[src/core/fpr_defines.svh]
// Purpose: register map, field layout, reset values and table codes
// Assumes: byte address = register index times four on the bus
// Notes:   figures feed fpr_range_pwm_rate_select and its helpers
`ifndef FPR_DEFINES_SVH
`define FPR_DEFINES_SVH

// register indices (byte address is index * 4)
`define FPR_IDX_REM1      8'h5F
`define FPR_IDX_LOCAL     8'h60
`define FPR_IDX_REM2      8'h61
`define FPR_IDX_CTRL      8'h62
`define FPR_IDX_STATUS    8'h63
`define FPR_IDX_MASK      8'h64
`define FPR_IDX_STATE     8'h65

// reset values
`define FPR_CFG_RESET     8'hC4
`define FPR_CTRL_RESET    2'h0
`define FPR_IRQ_RESET     4'h0

// control register fields
`define FPR_CTRL_LOCK     0
`define FPR_CTRL_PINFN    1

// interrupt status fields: bits 2:0 channel asserts pin, bit 3 hot sensed
`define FPR_IRQ_HOT       3

// behaviour codes that pick one temperature channel
`define FPR_MODE_AUTO_MAX 3'h2

// monitoring-cycle ends to wait after an assertion
`define FPR_HOLD_CYCLES   2'h2

`endif

[src/core/fpr_pkg.sv]
// Purpose: shared types for the span/rate configuration block
// Assumes: three channels, 8-bit configuration registers
// Notes:   constants live in fpr_defines.svh
package fpr_pkg;

  // one configuration register, msb first
  typedef struct packed {
    logic [3:0] temperature_span;
    logic       thermal_output_enable;
    logic [2:0] pwm_rate_select;
  } fpr_cfg_t;

  // decoded settings for one pwm output
  typedef struct packed {
    logic [9:0]  rate_dhz;
    logic [13:0] span_chz;
    logic        span_valid;
  } fpr_pwm_t;

  // bus handshake phase
  typedef enum logic [0:0] {
    FPR_BUS_IDLE = 1'b0,
    FPR_BUS_DONE = 1'b1
  } fpr_bus_t;

endpackage

[src/core/fpr_sync.sv]
// Purpose: two-flop synchroniser, one per bit
// Assumes: inputs are asynchronous to clk_in
// Notes:   the first stage is read only by the second
`timescale 1ns/1ps
module fpr_sync
#(
  parameter int WIDTH = 1
)
(
  input  wire logic             clk_in,     // system clock
  input  wire logic             resetn_in,  // async reset, low
  input  wire logic [WIDTH-1:0] async_in,   // raw pin levels
  output logic      [WIDTH-1:0] sync_out    // synchronised levels
);

  genvar b;
  generate
    for (b = 0; b < WIDTH; b++)
    begin : g_bit
      logic meta_reg;
      logic sync_reg;
      // reset to idle-high so an open pin reads released
      always_ff @(posedge clk_in or negedge resetn_in)
      begin
        if (!resetn_in)
        begin
          meta_reg <= 1'b1;
          sync_reg <= 1'b1;
        end
        else
        begin
          meta_reg <= async_in[b];
          sync_reg <= meta_reg;
        end
      end
      assign sync_out[b] = sync_reg;
    end
  endgenerate

endmodule // fpr_sync

[src/core/fpr_thermal_alert_pin_chan.sv]
// Purpose: per-channel thermal pin assertion with minimum hold
// Assumes: limit and release flags come from same-clock limit logic
// Notes:   hold counts monitoring-cycle ends after assertion
`timescale 1ns/1ps
`include "fpr_defines.svh"
module fpr_thermal_alert_pin_chan
(
  input  wire logic clk_in,         // system clock
  input  wire logic resetn_in,      // async reset, low
  input  wire logic enable_in,      // channel may drive the pin
  input  wire logic over_limit_in,  // temperature above limit
  input  wire logic at_release_in,  // temperature at release level
  input  wire logic cycle_end_in,   // end of a monitoring cycle
  output logic      asserted_out,   // channel holds pin low
  output logic      rise_out        // one-cycle assertion pulse
);

  logic       asserted_reg;
  logic [1:0] hold_reg;
  logic       start;

  assign start = !asserted_reg && enable_in && over_limit_in; // RULE6

  // two cycle ends guarantee one whole cycle after a mid-cycle start
  always_ff @(posedge clk_in or negedge resetn_in)
  begin
    if (!resetn_in)
    begin
      asserted_reg <= 1'b0;
      hold_reg     <= 2'h0;
    end
    else if (start)
    begin
      asserted_reg <= 1'b1;
      hold_reg     <= `FPR_HOLD_CYCLES; // RULE7
    end
    else if (asserted_reg)
    begin
      if (hold_reg != 2'h0)
      begin
        if (cycle_end_in)
          hold_reg <= hold_reg - 2'h1; // RULE7
      end
      else if (at_release_in)
        asserted_reg <= 1'b0; // RULE11
    end
  end

  assign asserted_out = asserted_reg;
  assign rise_out     = start;

endmodule // fpr_thermal_alert_pin_chan

[src/core/fpr_range_pwm_rate_select.sv]
// Purpose: span/rate configuration registers for three fan channels
// Assumes: Avalon-MM slave, byte addressing, one wait state
// Notes:   pwm waveform, limits and measurement live elsewhere
//
// The Avalon-MM slave port was left to the implementer.
`timescale 1ns/1ps
`include "fpr_defines.svh"

// Behaviour
// RULE1 - lock bit makes config registers read-only
// RULE2 - remote1_span_pwm1_pwm_rate_select/local_span_pwm2_pwm_rate_select/remote2_span_pwm3_pwm_rate_select map remote1, local, remote2
// RULE3 - config registers reset to 0xC4
// RULE4 - bits 2:0 select pwm frequency
// RULE5 - rate field resets to 100, 35.3 Hz
// RULE6 - enable bit: exceed limit drives pin low
// RULE7 - pin held at least one monitoring cycle
// RULE8 - enable clear: pin is processor-hot input
// RULE9 - bits 7:4 set automatic ramp temperature span
// RULE10 - span used only under temperature-channel control
// RULE11 - release pin at external deassertion threshold
module fpr_range_pwm_rate_select
  import fpr_pkg::*;
(
  input  wire logic        clk_in,               // 100 MHz clock
  input  wire logic        resetn_in,            // async reset, low
  input  wire logic [9:0]  avs_address_in,       // byte address
  input  wire logic        avs_read_in,          // read request
  input  wire logic        avs_write_in,         // write request
  input  wire logic [3:0]  avs_byteenable_in,    // byte lanes
  input  wire logic [31:0] avs_writedata_in,     // write data
  output logic [31:0]      avs_readdata_out,     // read data
  output logic             avs_waitrequest_out,  // stall
  input  wire logic [2:0]  over_limit_in,        // temp above limit
  input  wire logic [2:0]  at_release_in,        // temp at release
  input  wire logic        cycle_end_in,         // monitor cycle end
  input  wire logic [8:0]  behaviour_select_in,  // 3 bits per pwm
  input  wire logic        thermal_alert_pin_in, // pin level
  output logic             thermal_alert_pin_out,   // pin drive value
  output logic             thermal_alert_pin_oe_out,// pin drive enable
  output logic             processor_hot_sense_out, // hot input seen
  output logic [8:0]       pwm_rate_select_out,  // 3 bits per pwm
  output logic [29:0]      pwm_rate_dhz_out,     // 0.1 Hz units
  output logic [41:0]      ramp_span_chz_out,    // 0.01 C units
  output logic [2:0]       ramp_span_valid_out,  // span in use
  output logic             irq_out               // level interrupt
);

  fpr_bus_t    bus_state_reg;
  fpr_bus_t    bus_state_next;
  fpr_cfg_t    cfg_reg [3];
  logic [1:0]  ctrl_reg;
  logic [3:0]  status_reg;
  logic [3:0]  mask_reg;
  logic [31:0] rdata_reg;
  logic [7:0]  index;
  logic        aligned;
  logic        take;
  logic        wr_take;
  logic        rd_take;
  logic        lane0;
  logic [7:0]  wbyte;
  logic [2:0]  chan_asserted;
  logic [2:0]  chan_rise;
  logic        pin_sync;
  logic        pin_driven;
  logic        hot_level;
  logic        hot_reg;
  logic        hot_rise;
  logic [3:0]  event_set;
  logic [31:0] rd_mux;

  // request decode; the low two address bits must be zero
  assign index   = avs_address_in[9:2];
  assign aligned = (avs_address_in[1:0] == 2'h0);
  assign take    = (avs_read_in || avs_write_in) && (bus_state_reg == FPR_BUS_IDLE);
  // a write commits only at the edge where the stall is seen low
  assign wr_take = avs_write_in && aligned && (bus_state_reg == FPR_BUS_DONE);
  assign rd_take = take && avs_read_in;
  assign lane0   = avs_byteenable_in[0];
  assign wbyte   = avs_writedata_in[7:0];

  // one wait state: stall in the idle phase, answer in the done phase
  always_comb
  begin
    bus_state_next = bus_state_reg;
    case (bus_state_reg)
      FPR_BUS_IDLE:
      begin
        if (avs_read_in || avs_write_in)
          bus_state_next = FPR_BUS_DONE;
      end
      FPR_BUS_DONE:
      begin
        bus_state_next = FPR_BUS_IDLE;
      end
      default:
      begin
        bus_state_next = FPR_BUS_IDLE;
      end
    endcase
  end

  // bus phase register
  always_ff @(posedge clk_in or negedge resetn_in)
  begin
    if (!resetn_in)
      bus_state_reg <= FPR_BUS_IDLE;
    else
      bus_state_reg <= bus_state_next;
  end

  assign avs_waitrequest_out = (avs_read_in || avs_write_in)
                               && (bus_state_reg == FPR_BUS_IDLE);

  // per-channel configuration registers; write lands in the done phase
  genvar c;
  generate
    for (c = 0; c < 3; c++)
    begin : g_cfg
      always_ff @(posedge clk_in or negedge resetn_in)
      begin
        if (!resetn_in)
          cfg_reg[c] <= fpr_cfg_t'(`FPR_CFG_RESET); // RULE3 RULE5
        else if (wr_take && lane0
                 && (index == `FPR_IDX_REM1 + 8'(c)) // RULE2
                 && !ctrl_reg[`FPR_CTRL_LOCK]) // RULE1
          cfg_reg[c] <= fpr_cfg_t'(wbyte);
      end
    end
  endgenerate

  // control: lock is sticky until reset, so a bad write cannot undo it
  always_ff @(posedge clk_in or negedge resetn_in)
  begin
    if (!resetn_in)
      ctrl_reg <= `FPR_CTRL_RESET;
    else if (wr_take && lane0 && index == `FPR_IDX_CTRL)
    begin
      ctrl_reg[`FPR_CTRL_LOCK]  <= ctrl_reg[`FPR_CTRL_LOCK]
                                   | wbyte[`FPR_CTRL_LOCK]; // RULE1
      ctrl_reg[`FPR_CTRL_PINFN] <= wbyte[`FPR_CTRL_PINFN];
    end
  end

  // interrupt mask
  always_ff @(posedge clk_in or negedge resetn_in)
  begin
    if (!resetn_in)
      mask_reg <= `FPR_IRQ_RESET;
    else if (wr_take && lane0 && index == `FPR_IDX_MASK)
      mask_reg <= wbyte[3:0];
  end

  // sticky status, write one to clear; a same-cycle event wins
  assign event_set = {hot_rise, chan_rise};
  always_ff @(posedge clk_in or negedge resetn_in)
  begin
    if (!resetn_in)
      status_reg <= `FPR_IRQ_RESET;
    else if (wr_take && lane0 && index == `FPR_IDX_STATUS)
      status_reg <= (status_reg & ~wbyte[3:0]) | event_set;
    else
      status_reg <= status_reg | event_set;
  end

  assign irq_out = |(status_reg & mask_reg);

  // read multiplexer; unmapped and misaligned addresses read zero
  always_comb
  begin
    rd_mux = 32'h0000_0000;
    if (aligned)
    begin
      case (index)
        `FPR_IDX_REM1:   rd_mux = {24'h00_0000, cfg_reg[0]};
        `FPR_IDX_LOCAL:  rd_mux = {24'h00_0000, cfg_reg[1]};
        `FPR_IDX_REM2:   rd_mux = {24'h00_0000, cfg_reg[2]};
        `FPR_IDX_CTRL:   rd_mux = {30'h0000_0000, ctrl_reg};
        `FPR_IDX_STATUS: rd_mux = {28'h000_0000, status_reg};
        `FPR_IDX_MASK:   rd_mux = {28'h000_0000, mask_reg};
        `FPR_IDX_STATE:  rd_mux = {26'h000_0000, hot_reg, pin_driven,
                                   pin_sync, chan_asserted};
        default:         rd_mux = 32'h0000_0000;
      endcase
    end
  end

  // read data captured in the idle phase, stands in the done phase
  always_ff @(posedge clk_in or negedge resetn_in)
  begin
    if (!resetn_in)
      rdata_reg <= 32'h0000_0000;
    else if (rd_take)
      rdata_reg <= rd_mux;
  end

  assign avs_readdata_out = rdata_reg;

  // pin level passes two flops before any logic sees it
  fpr_sync #(
    .WIDTH (1)
  ) u_pin_sync (
    .clk_in    (clk_in),
    .resetn_in (resetn_in),
    .async_in  (thermal_alert_pin_in),
    .sync_out  (pin_sync)
  );

  // per-channel assertion and hold
  generate
    for (c = 0; c < 3; c++)
    begin : g_thermal_alert_pin
      fpr_thermal_alert_pin_chan u_chan (
        .clk_in        (clk_in),
        .resetn_in     (resetn_in),
        .enable_in     (cfg_reg[c].thermal_output_enable), // RULE6
        .over_limit_in (over_limit_in[c]),
        .at_release_in (at_release_in[c]), // RULE11
        .cycle_end_in  (cycle_end_in), // RULE7
        .asserted_out  (chan_asserted[c]),
        .rise_out      (chan_rise[c])
      );
    end
  endgenerate

  // open-drain style: drive low only, release otherwise
  assign pin_driven               = |chan_asserted;
  assign thermal_alert_pin_out    = 1'b0; // RULE6
  assign thermal_alert_pin_oe_out = pin_driven; // RULE6

  // hot input only counts while no channel owns the pin as output
  assign hot_level = ctrl_reg[`FPR_CTRL_PINFN] // RULE8
                     && !(cfg_reg[0].thermal_output_enable
                          || cfg_reg[1].thermal_output_enable
                          || cfg_reg[2].thermal_output_enable) // RULE8
                     && !pin_driven && !pin_sync;

  // registered hot level; its rising edge raises a status event
  always_ff @(posedge clk_in or negedge resetn_in)
  begin
    if (!resetn_in)
      hot_reg <= 1'b0;
    else
      hot_reg <= hot_level;
  end

  assign hot_rise                = hot_level && !hot_reg;
  assign processor_hot_sense_out = hot_reg;

  // rate code to frequency in tenths of a hertz
  function automatic logic [9:0] rate_dhz(input logic [2:0] code);
    case (code)
      3'h0:    rate_dhz = 10'h06E; // RULE4
      3'h1:    rate_dhz = 10'h093;
      3'h2:    rate_dhz = 10'h0DD;
      3'h3:    rate_dhz = 10'h126;
      3'h4:    rate_dhz = 10'h161; // RULE5
      3'h5:    rate_dhz = 10'h1B9;
      3'h6:    rate_dhz = 10'h24C;
      default: rate_dhz = 10'h372;
    endcase
  endfunction

  // span code to degrees in hundredths; fractions are rounded to the nearest
  function automatic logic [13:0] span_chz(input logic [3:0] code);
    case (code)
      4'h0:    span_chz = 14'h00C8; // RULE9
      4'h1:    span_chz = 14'h00FA;
      4'h2:    span_chz = 14'h014D;
      4'h3:    span_chz = 14'h0190;
      4'h4:    span_chz = 14'h01F4;
      4'h5:    span_chz = 14'h029B;
      4'h6:    span_chz = 14'h0320;
      4'h7:    span_chz = 14'h03E8;
      4'h8:    span_chz = 14'h0535;
      4'h9:    span_chz = 14'h0640;
      4'hA:    span_chz = 14'h07D0;
      4'hB:    span_chz = 14'h0A6B;
      4'hC:    span_chz = 14'h0C80;
      4'hD:    span_chz = 14'h0FA0;
      4'hE:    span_chz = 14'h14D5;
      default: span_chz = 14'h1F40;
    endcase
  endfunction

  // per-pwm decode, registered so outputs come from flops
  generate
    for (c = 0; c < 3; c++)
    begin : g_pwm
      logic [2:0] mode;
      logic       auto_sel;
      fpr_cfg_t   src_cfg;
      fpr_pwm_t   pwm_reg;
      fpr_pwm_t   pwm_next;
      logic [2:0] rate_reg;

      assign mode     = behaviour_select_in[3*c +: 3];
      assign auto_sel = (mode <= `FPR_MODE_AUTO_MAX); // RULE10
      // span follows the temperature channel that steers this output
      always_comb
      begin
        case (mode)
          3'h0:    src_cfg = cfg_reg[0];
          3'h1:    src_cfg = cfg_reg[1]; // RULE10
          3'h2:    src_cfg = cfg_reg[2];
          default: src_cfg = cfg_reg[c];
        endcase
        pwm_next.rate_dhz   = rate_dhz(cfg_reg[c].pwm_rate_select); // RULE4
        pwm_next.span_valid = auto_sel; // RULE10
        pwm_next.span_chz   = auto_sel ? span_chz(src_cfg.temperature_span)
                                       : 14'h0000; // RULE9
      end

      always_ff @(posedge clk_in or negedge resetn_in)
      begin
        if (!resetn_in)
        begin
          pwm_reg  <= '0;
          rate_reg <= 3'h0;
        end
        else
        begin
          pwm_reg  <= pwm_next;
          rate_reg <= cfg_reg[c].pwm_rate_select;
        end
      end

      assign pwm_rate_select_out[3*c +: 3] = rate_reg;
      assign pwm_rate_dhz_out[10*c +: 10]  = pwm_reg.rate_dhz;
      assign ramp_span_chz_out[14*c +: 14] = pwm_reg.span_chz;
      assign ramp_span_valid_out[c]        = pwm_reg.span_valid;
    end
  endgenerate

endmodule // fpr_range_pwm_rate_select

[config.mk]
export PLATFORM = sky130hd
export DESIGN_NAME = fpr_range_pwm_rate_select
export DESIGN_NICKNAME = d
export VERILOG_FILES = /design/src/core/fpr_pkg.sv /design/src/core/fpr_sync.sv /design/src/core/fpr_thermal_alert_pin_chan.sv /design/src/core/fpr_range_pwm_rate_select.sv
export VERILOG_INCLUDE_DIRS = /design/src /design/src/core
export SDC_FILE = /design/constraint.sdc
export NUM_CORES = 1
export LEC_CHECK = 0
export BUFFER_PORTS_ARGS = -buffer_cell sky130_fd_sc_hd__buf_4
export CORE_MARGIN = 3
export CORE_UTILIZATION = 53
export DETAILED_ROUTE_END_ITERATION = 12
export PLACE_DENSITY = 0.84
export SYNTH_ARGS = -nofsm -noshare
export SYNTH_HDL_FRONTEND = slang
export SYNTH_HIERARCHICAL = 1
export SYNTH_SLANG_ARGS = --single-unit
[constraint.sdc]
create_clock -name clk_in -period 2.2 [get_ports clk_in]
set_input_delay 0 -clock clk_in [delete_from_list [all_inputs] [get_ports clk_in]]
set_output_delay 0 -clock clk_in [all_outputs]
set_load 0.01 [all_outputs]
## Yosys cells after proc, flatten, opt, wreduce, memory -nomap -nowiden

Memories as Yosys holds them, arrays and structs flattened.
Index checks and enable logic that the tools add are counted.
W data, S select, Z words.

- Mux-type cells: 38
- Div/mod/pow operators: 0
- Shift-type cells: 0
- Add/subtract/negate cells: 3
- Reduce and logical (&&, ||, !) cells: 58
- Multipliers: 0
- Equality and inequality tests: 29
- Bitwise logic cells: 7
- Magnitude comparators: 3

Operators with widths:

| operator | number |
|---|---|
| $pmux W10 S7 | 3 |
| $eq A8 B7 Y1 const B | 7 |
| $pmux W8 S7 | 1 |
| $pmux W8 S2 | 3 |
| $mux W14 | 3 |
| $eq A3 B3 Y1 const B | 9 |
| $eq A3 B2 Y1 const B | 8 |
| $logic_and A1 B1 Y1 | 24 |
| $mux W2 | 12 |
| $reduce_bool A2 Y1 | 12 |
| $eq A3 B1 Y1 const B | 5 |
| $logic_not A3 Y1 | 5 |
| $mux W1 | 13 |
| $le A3 B2 Y1 const B | 3 |
| $reduce_and A3 Y1 | 3 |
| $and A4 B4 Y4 | 2 |
| $logic_not A1 Y1 | 8 |
| $mux W8 | 1 |
| $or A4 B4 Y4 | 2 |
| $sub A2 B1 Y2 const B | 3 |
| $mux W4 | 1 |
| $not A4 Y4 | 1 |
| $reduce_or A4 Y1 | 1 |
| $logic_or A1 B1 Y1 | 3 |
| other kinds (5) | 5 |

- Word-level logic and storage cells: 176
- Bits in read-only memories: 624
- RAM bits: 0
- Register bits: 163
- Memories kept: 3
- Bits in latches: 0

Memory list:

| memory | depth | width | read ports | clocked after Yosys merged registers in | wr ports | RTL line | RTL |
|---|---|---|---|---|---|---|---|
| (no name shown) | 16 | 13 | 1 | 0 | 0 | fpr_range_pwm_rate_select.sv:266 | `case (code)` |
| (no name shown) | 16 | 13 | 1 | 0 | 0 | fpr_range_pwm_rate_select.sv:266 |  |
| (no name shown) | 16 | 13 | 1 | 0 | 0 | fpr_range_pwm_rate_select.sv:266 |  |

## Logic depth before layout (Yosys ltp)

Gate-level depths: netlist (run 1).

- Depth after elaboration: 9
- Depth in mapped cells: 9

## Modules after synthesis

Netlist (run 1), hierarchy kept.

By module, submodules not included:

| module | sequential area each (um^2) | times used | cells an instance | area an instance (um^2) |
|---|---|---|---|---|
| fpr_range_pwm_rate_select | 3139.3 | 1 | 554 | 6204.7 |
| fpr_thermal_alert_pin_chan | 75.1 | 3 | 15 | 188.9 |
| fpr_sync | 52.6 | 1 | 2 | 52.6 |

## Worst setup path after synthesis (run 1)

No wires, ideal clock.

- Path type: input to register
- Start point: input behaviour_select_in[0]
- End point: register g_pwm[0].pwm_reg, in the netlist ramp_span_chz_out[0]
- Setup slack: 223 ps
- Path buffers: 0
- Cell stages on the path: 6
- Data arrival time: 1895 ps
- Setup time: 82 ps
- Cells stage by stage: or3b_1 -> o221ai_1 -> inv_1 -> ha_1 -> or3_1 -> a31oi_1

RTL lines:

| what | RTL line | RTL |
|---|---|---|
| start, declared | fpr_range_pwm_rate_select.sv:36 | `input wire logic [8:0] behaviour_select_in,` |
| end signal, assigned | fpr_range_pwm_rate_select.sv:323 | `pwm_reg <= pwm_next;` |
| end, declared | fpr_range_pwm_rate_select.sv:293 | `fpr_pwm_t pwm_reg;` |

==> metrics, run 1 <==
period utilization 93.0%; antenna cell count 0; top cells by area, synth dfrtp_1, ha_1, dfstp_2; IO buf count 132; DRT Pass-1 Iters 7; clock-pin slew on the worst setup and hold paths 60 ps; crit-path cells nor2b_1 -> o21ai_0 -> o221ai_4 -> or2_2 -> a211oi_1 -> a21o_1; Synth Cell Area 6820 µm²; RR Endpoint ramp_span_chz_out[7]; die width 119 µm; Worst EP required approximately 2600 ps; Storage cell area between 3000 and 4000 µm²; CP Max Fanout 16; Yosys reg bits 136; pre-CTS setup slack 187 ps; Worst EP arrival between 2000 and 2500 ps; FFs w/ async S/R, synth between 90% and 100%; DIE HEIGHT 119 µm; Multi-input gate area 3070 µm²; Reg2Reg Launch Point cfg_reg[23]; critical path's largest stage delay 610 ps; P per Cell Area 663 nW/µm²; CTS buffer count 17; drt via density 5.39; die area 14300 µm²; pin count of the biggest net entering global routing 70; Avg WL per Cell 16.9 µm; synthesized area per cell 11.4 µm²; slew at the pin with the worst max-slew slack ~640 ps; Peak VDD IR 382 µV; Main synth FF type dfrtp_1; EDFF count, synth 0; Max-Cap Viols 0; row count 40; fillcell total 896; Hold Path Sink ramp_span_chz_out[34]; Layout area overhead 26.8%; leakage power 0.00418 µW; register area share after synthesis between 50% and 60%; final total negative setup slack 0 ps; hold depth 3; clock skew 7.14 ps; CP max stage cell dfstp_2; I/O pin total 188; vias in the first global route 5240; CP delay by family, top compound AO/OA/AOI/OAI gates; Psw 1400 µW; latest clock arrival within the worst-skew pair 410 ps; WL final 15900 µm; Overall Global Routing Usage 23.1%; outcome finished clean; TritonCTS clock tree done; post-route core utilization 70.3%; Mapped Cells 601; # DRC 0; CTS Buffer Depth 2; combinational share of power 8.8%; Worst setup SP type flip-flop; Unique masters post-synth 69; critical path type flip-flop to flip-flop; grt total ovfl 0; internal power 4340 µW; buffers and inverters on the worst path 0; synthesis warning total 6; Clk pwr share 46.3%; Synth top area share 45.8%; root buf cell clkbuf_16; share of power burned in registers 44.9%; max-slew violation count 0; final hold violation count 0; area leader, netlist dfrtp_1; most common cell after layout, fill and taps aside buf_4; share of post-route cells with drive strength above 1 about a third; max_slew headroom 57.4%; final number of setup-violating endpoints 0; clk sinks ~140; initial antenna violation count 0; vias a little over 5000; Final Total Pwr around 5700 µW; gp weighted congestion 0.853; path depth of the worst reg2reg path 6; Final nets around 850; antenna viol nets, final 0; htree depth 4; Starting Density 55.4%; core area 12300 µm²; Max Clock Freq 489 MHz; HP Class input port to flip-flop; unrepaired setup endpoints after global routing no; drt initial violations 401; first-pass GRT wire length 26400 µm; most frequent cells in the layout buf_4, dfrtp_1, nor2_1; postcts setup bufs 0; sw frac 24.4%; DP HPWL around 11000 µm; Hold Crit Start behaviour_select_in[8]; max reg flops 39; Tmin final 2050 ps; setup slack after layout 154 ps; critical path capture point type flip-flop; internal reg-to-reg setup slack 150 ps
## what timing repair did
| action | in CTS | in global routing |
|---|---|---|
| resized for setup | 0 | 1 |
| hold endpoints to repair | 119 | 0 |
| hold buffers | 21 | 0 |
| setup endpoints to repair | 0 | 1 |
## tightest hold or removal path, stage by stage
cell     delay, ps
buf_4          110
a21o_1         270
a21oi_1         70
## per-layer routing
layer,wire [µm],GRT usage (%)
met4,350,9.81
met3,968,4.51
met5,0,0
met2,8140,39.6
met1,6490,28.5
## logic make-up (layout without fill, tap and decap cells)
logic type,Yosys count,count (layout),share of synthesized area (%)
DFF,136,136,50.1
and+or+nand+nor,176,176,14.1
xor gates and xnor gates,10,10,1.28
muxes,52,52,9.70
adders and majority gates,24,24,4.40
other,1,28,0.0550
AOI/OAI and AO/OA,130,130,14.0
buffers and inverters,72,218,6.44
## worst max-delay path by stage
stage	from	slack (ps)	to	cells past startpoint
after floorplan	behaviour_select_in[0]	220	ramp_span_chz_out[0]	6
final	cfg_reg[23]	150	ramp_span_chz_out[7]	6
after global placement	cfg_reg[23]	270	ramp_span_chz_out[7]	6
after CTS	cfg_reg[23]	160	ramp_span_chz_out[7]	6
after global routing	cfg_reg[23]	10	ramp_span_chz_out[0]	6
after detailed placement	cfg_reg[23]	190	ramp_span_chz_out[7]	6
## metrics by stage
stage          hold slack, ps  cell area (µm²)  instances
2_1_floorplan            -296             6930        628
3_3_place_gp             34.6             7880        889
3_5_place_dp             54.0             7880        889
4_1_cts                  65.7             8650        942
5_1_grt                   101             8650        942
6_report                 83.7             8650        942
## cell usage after synthesis, types with 3 or more instances
cell type	n
dfrtp_1	125
nor2_1	54
nand2_1	42
buf_4	28
a21oi_1	27
mux2_2	25
ha_1	24
o21ai_0	20
inv_1	18
nand2b_1	15
mux2i_1	14
a211oi_1	12
clkbuf_1	12
a21o_1	11
dfstp_2	11
nor3_1	11
nor2b_1	10
a22o_1	9
xnor2_1	9
a22oi_1	8
buf_2	8
mux2_4	7
and2_1	6
a211o_1	5
a31oi_1	5
o31ai_1	5
and4b_1	4
mux4_2	4
nand3b_1	4
o22ai_1	4
a2111oi_4	3
a21o_2	3
and3b_4	3
buf_6	3
nor4bb_1	3
o21ai_1	3
o22a_1	3
or2_2	3
or3_1	3
## power groups by stage
| stage | clock [µW] | sequential (µW) | combinational [µW] |
|---|---|---|---|
| after floorplan | 0 | 2630 | 264 |
| after global placement | 0 | 2620 | 458 |
| after detailed placement | 0 | 2620 | 476 |
| after CTS | 2690 | 2580 | 509 |
| after global routing | 2820 | 2580 | 561 |
| final | 2660 | 2580 | 508 |
## area by class of cell
class | instances | share of cell area, %
well taps | 168 | 2.43
flip-flops and latches | 136 | 39.5
inverters | 18 | 0.781
multi-input cells | 420 | 35.5
repair buffers | 168 | 15.4
clock inverters | 12 | 1.37
clock buffers | 20 | 5.05
Power figures use the tool's default switching activity.
==> run 2: changes to the inputs <==
--- a/config.mk
+++ b/config.mk
@@ -6,7 +6,7 @@
 export SDC_FILE = /design/constraint.sdc
 export NUM_CORES = 1
 export LEC_CHECK = 0
-export BUFFER_PORTS_ARGS = -buffer_cell sky130_fd_sc_hd__buf_4
+export BUFFER_PORTS_ARGS = -buffer_cell sky130_fd_sc_hd__buf_2
 export CORE_MARGIN = 3
 export CORE_UTILIZATION = 53
 export DETAILED_ROUTE_END_ITERATION = 12
==> run 2 against run 1 <==
Compared with the run above:
- register-to-register slack is essentially flat
- clock skew grew 1.9 ps
- first-iteration DRC count shrank 9.5%
- largest power group unchanged
- setup slack gained 8.1 ps
- critical endpoint unchanged
- flip-flop and latch count is the same
- clock power grew 5%
==> metrics, run 2 (synthesis results as in run 1) <==
antenna cell count 0 (unchanged); grt total ovfl 0 (unchanged); max reg flops 39 (unchanged); DP HPWL 11000 µm (-0.47%); post-route core utilization 68.0% (-2.3 points); Final nets 856 (+0.47%); fillcell total 919 (+2.6%); vias 5116 (+0.75%); gp weighted congestion 0.913 (+7.1%); CP Max Fanout 16 (unchanged); most common cell after layout, fill and taps aside buf_2; path depth of the worst reg2reg path 6 (unchanged); P per Cell Area 697 nW/µm² (+5.0%); Worst EP required 2560 ps (about the same); share of post-route cells with drive strength above 1 33.2% (+0.86 points); latest clock arrival within the worst-skew pair 420 ps (about the same); Overall Global Routing Usage 22.0% (-1.1 points); crit-path cells nor2b_1 -> o21ai_0 -> o221ai_4 -> or2_2 -> a211oi_1 -> a21o_1; critical path capture point type flip-flop; Worst EP arrival 2400 ps (about the same); Reg2Reg Launch Point cfg_reg[23]; clock skew 8.99 ps (+1.85 ps); buffers and inverters on the worst path 0 (unchanged); CTS Buffer Depth 2 (unchanged); Max Clock Freq 491 MHz (+0.40%); # DRC 0 (unchanged); Max-Cap Viols 0 (unchanged); Worst setup SP type flip-flop; outcome finished clean; die width 119 µm (unchanged); Crit. Startpoint cfg_reg[23]; root buf cell clkbuf_16; Hold Path Sink g_thermal_alert_pin[0].u_chan/hold_reg[0]; internal reg-to-reg setup slack 160 ps (about the same); I/O pin total 188 (unchanged); Tmin final 2040 ps (-8.13 ps); most frequent cells in the layout buf_2, dfrtp_1, nor2_1; RR Endpoint ramp_span_chz_out[7]; DIE HEIGHT 119 µm (unchanged); WL final 15700 µm (-1.2%); HP Class input port to flip-flop; CP max stage cell dfstp_2; critical path type flip-flop to flip-flop; final hold violation count 0 (unchanged); leakage power 0.00414 µW (-0.74%); Cell Area, Placed 7580 µm² (-3.8%); first-pass GRT wire length 25000 µm (-5.2%); drt initial violations 363 (-9.5%); vias in the first global route 5012 (-4.4%); pin count of the biggest net entering global routing 73 (+4.3%); CTS buffer count 17 (unchanged); Layout area overhead 22.7%; postcts setup bufs 0 (unchanged); CP delay by family, top compound AO/OA/AOI/OAI gates; final number of setup-violating endpoints 0 (unchanged); Peak VDD IR 376 µV (-1.4%); Starting Density 55.4% (unchanged); max_slew headroom 56.7% (-0.70 points); unrepaired setup endpoints after global routing no; Hold Crit Start over_limit_in[0]; clk sinks 136 (unchanged); IO buf count 132 (unchanged); TritonCTS clock tree done; max-slew violation count 0 (unchanged); antenna viol nets, final 0 (unchanged); hold depth 3 (unchanged); Design Area, Final 8370 µm² (-3.3%); slew at the pin with the worst max-slew slack 649 ps (+10.6 ps); Avg WL per Cell 16.6 µm (-1.7%); row count 40 (unchanged); drt via density 5.41 (+0.32%); critical path's largest stage delay 620 ps (about the same); htree depth 4 (unchanged); period utilization 92.6% (-0.37 points); initial antenna violation count 0 (unchanged); final total negative setup slack 0 ps (unchanged); core area 12300 µm² (unchanged); DRT Pass-1 Iters 4 (-3); clock-pin slew on the worst setup and hold paths 70 ps (about the same); die area 14300 µm² (unchanged)
[run 2: cell types whose count changed in the layout (fill, tap and decap cells not counted), moves of 3 or more]
cell / change
buf_4: -125
buf_2: +131
clkbuf_1: -3
inv_8: +4
[run 2: metrics by stage]
step,total power [µW],cells,setup slack [ps],hold slack (ps)
final,5830,946,162,22.1
after floorplan,2900,628,223,-296
after detailed placement,3050,894,162,52.9
after CTS,5870,946,153,2.62
after global placement,3030,894,247,34.0
after global routing,6060,946,26.7,7.39
[run 2: layout make-up]
class                      count  area [µm²]  area share, %
sequential                   136        3420           40.8
multi-input combinational    420        3070           36.7
inverter                      18        67.6          0.807
tap                          168         210           2.51
timing repair buffer         172        1020           12.2
clock buffer                  17         425           5.08
clock inverter                15         160           1.91
[run 2: worst max-delay path by stage]
| stage | to | slack [ps] | cells past startpoint |
|---|---|---|---|
| after global routing | ramp_span_chz_out[5] | 30 | 7 |
| after detailed placement | ramp_span_chz_out[28] | 160 | 6 |
| after global placement | ramp_span_chz_out[0] | 250 | 7 |
| final | ramp_span_chz_out[7] | 160 | 6 |
| after CTS | ramp_span_chz_out[28] | 150 | 6 |
| after floorplan | ramp_span_chz_out[0] | 220 | 6 |
[run 2: repair_timing]
| item | 4_1_cts | 5_1_grt |
|---|---|---|
| hold buffers | 20 | 0 |
| resized for setup | 0 | 1 |
| endpoints found under the setup margin | 0 | 1 |
| hold endpoints to repair | 121 | 0 |
[run 2: worst reg2reg max path: stages (launching register included)]
cell	delay, ps
dfstp_2	620
nor2b_1	60
o21ai_0	300
o221ai_4	280
or2_2	390
a211oi_1	220
a21o_1	120
[run 2: routing by layer]
| layer | vias up | global-route usage, % | share of wire, % |
|---|---|---|---|
| met2 | 177 | 36.4 | 50 |
| li1 | 2395 | - | - |
| met1 | 2513 | 28.1 | 42 |
| met4 | 0 | 10.2 | 2.5 |
| met5 | - | 0 | 0 |
| met3 | 31 | 3.99 | 5.3 |
[run 2: power breakdown]
group / switching [µW] / internal (µW) / leakage (µW) / total (µW)
Combinational: 290 / 177 / 0.00212 / 467
Sequential: 21.9 / 2550 / 0.00174 / 2570
Clock: 1190 / 1600 / 0.000283 / 2790
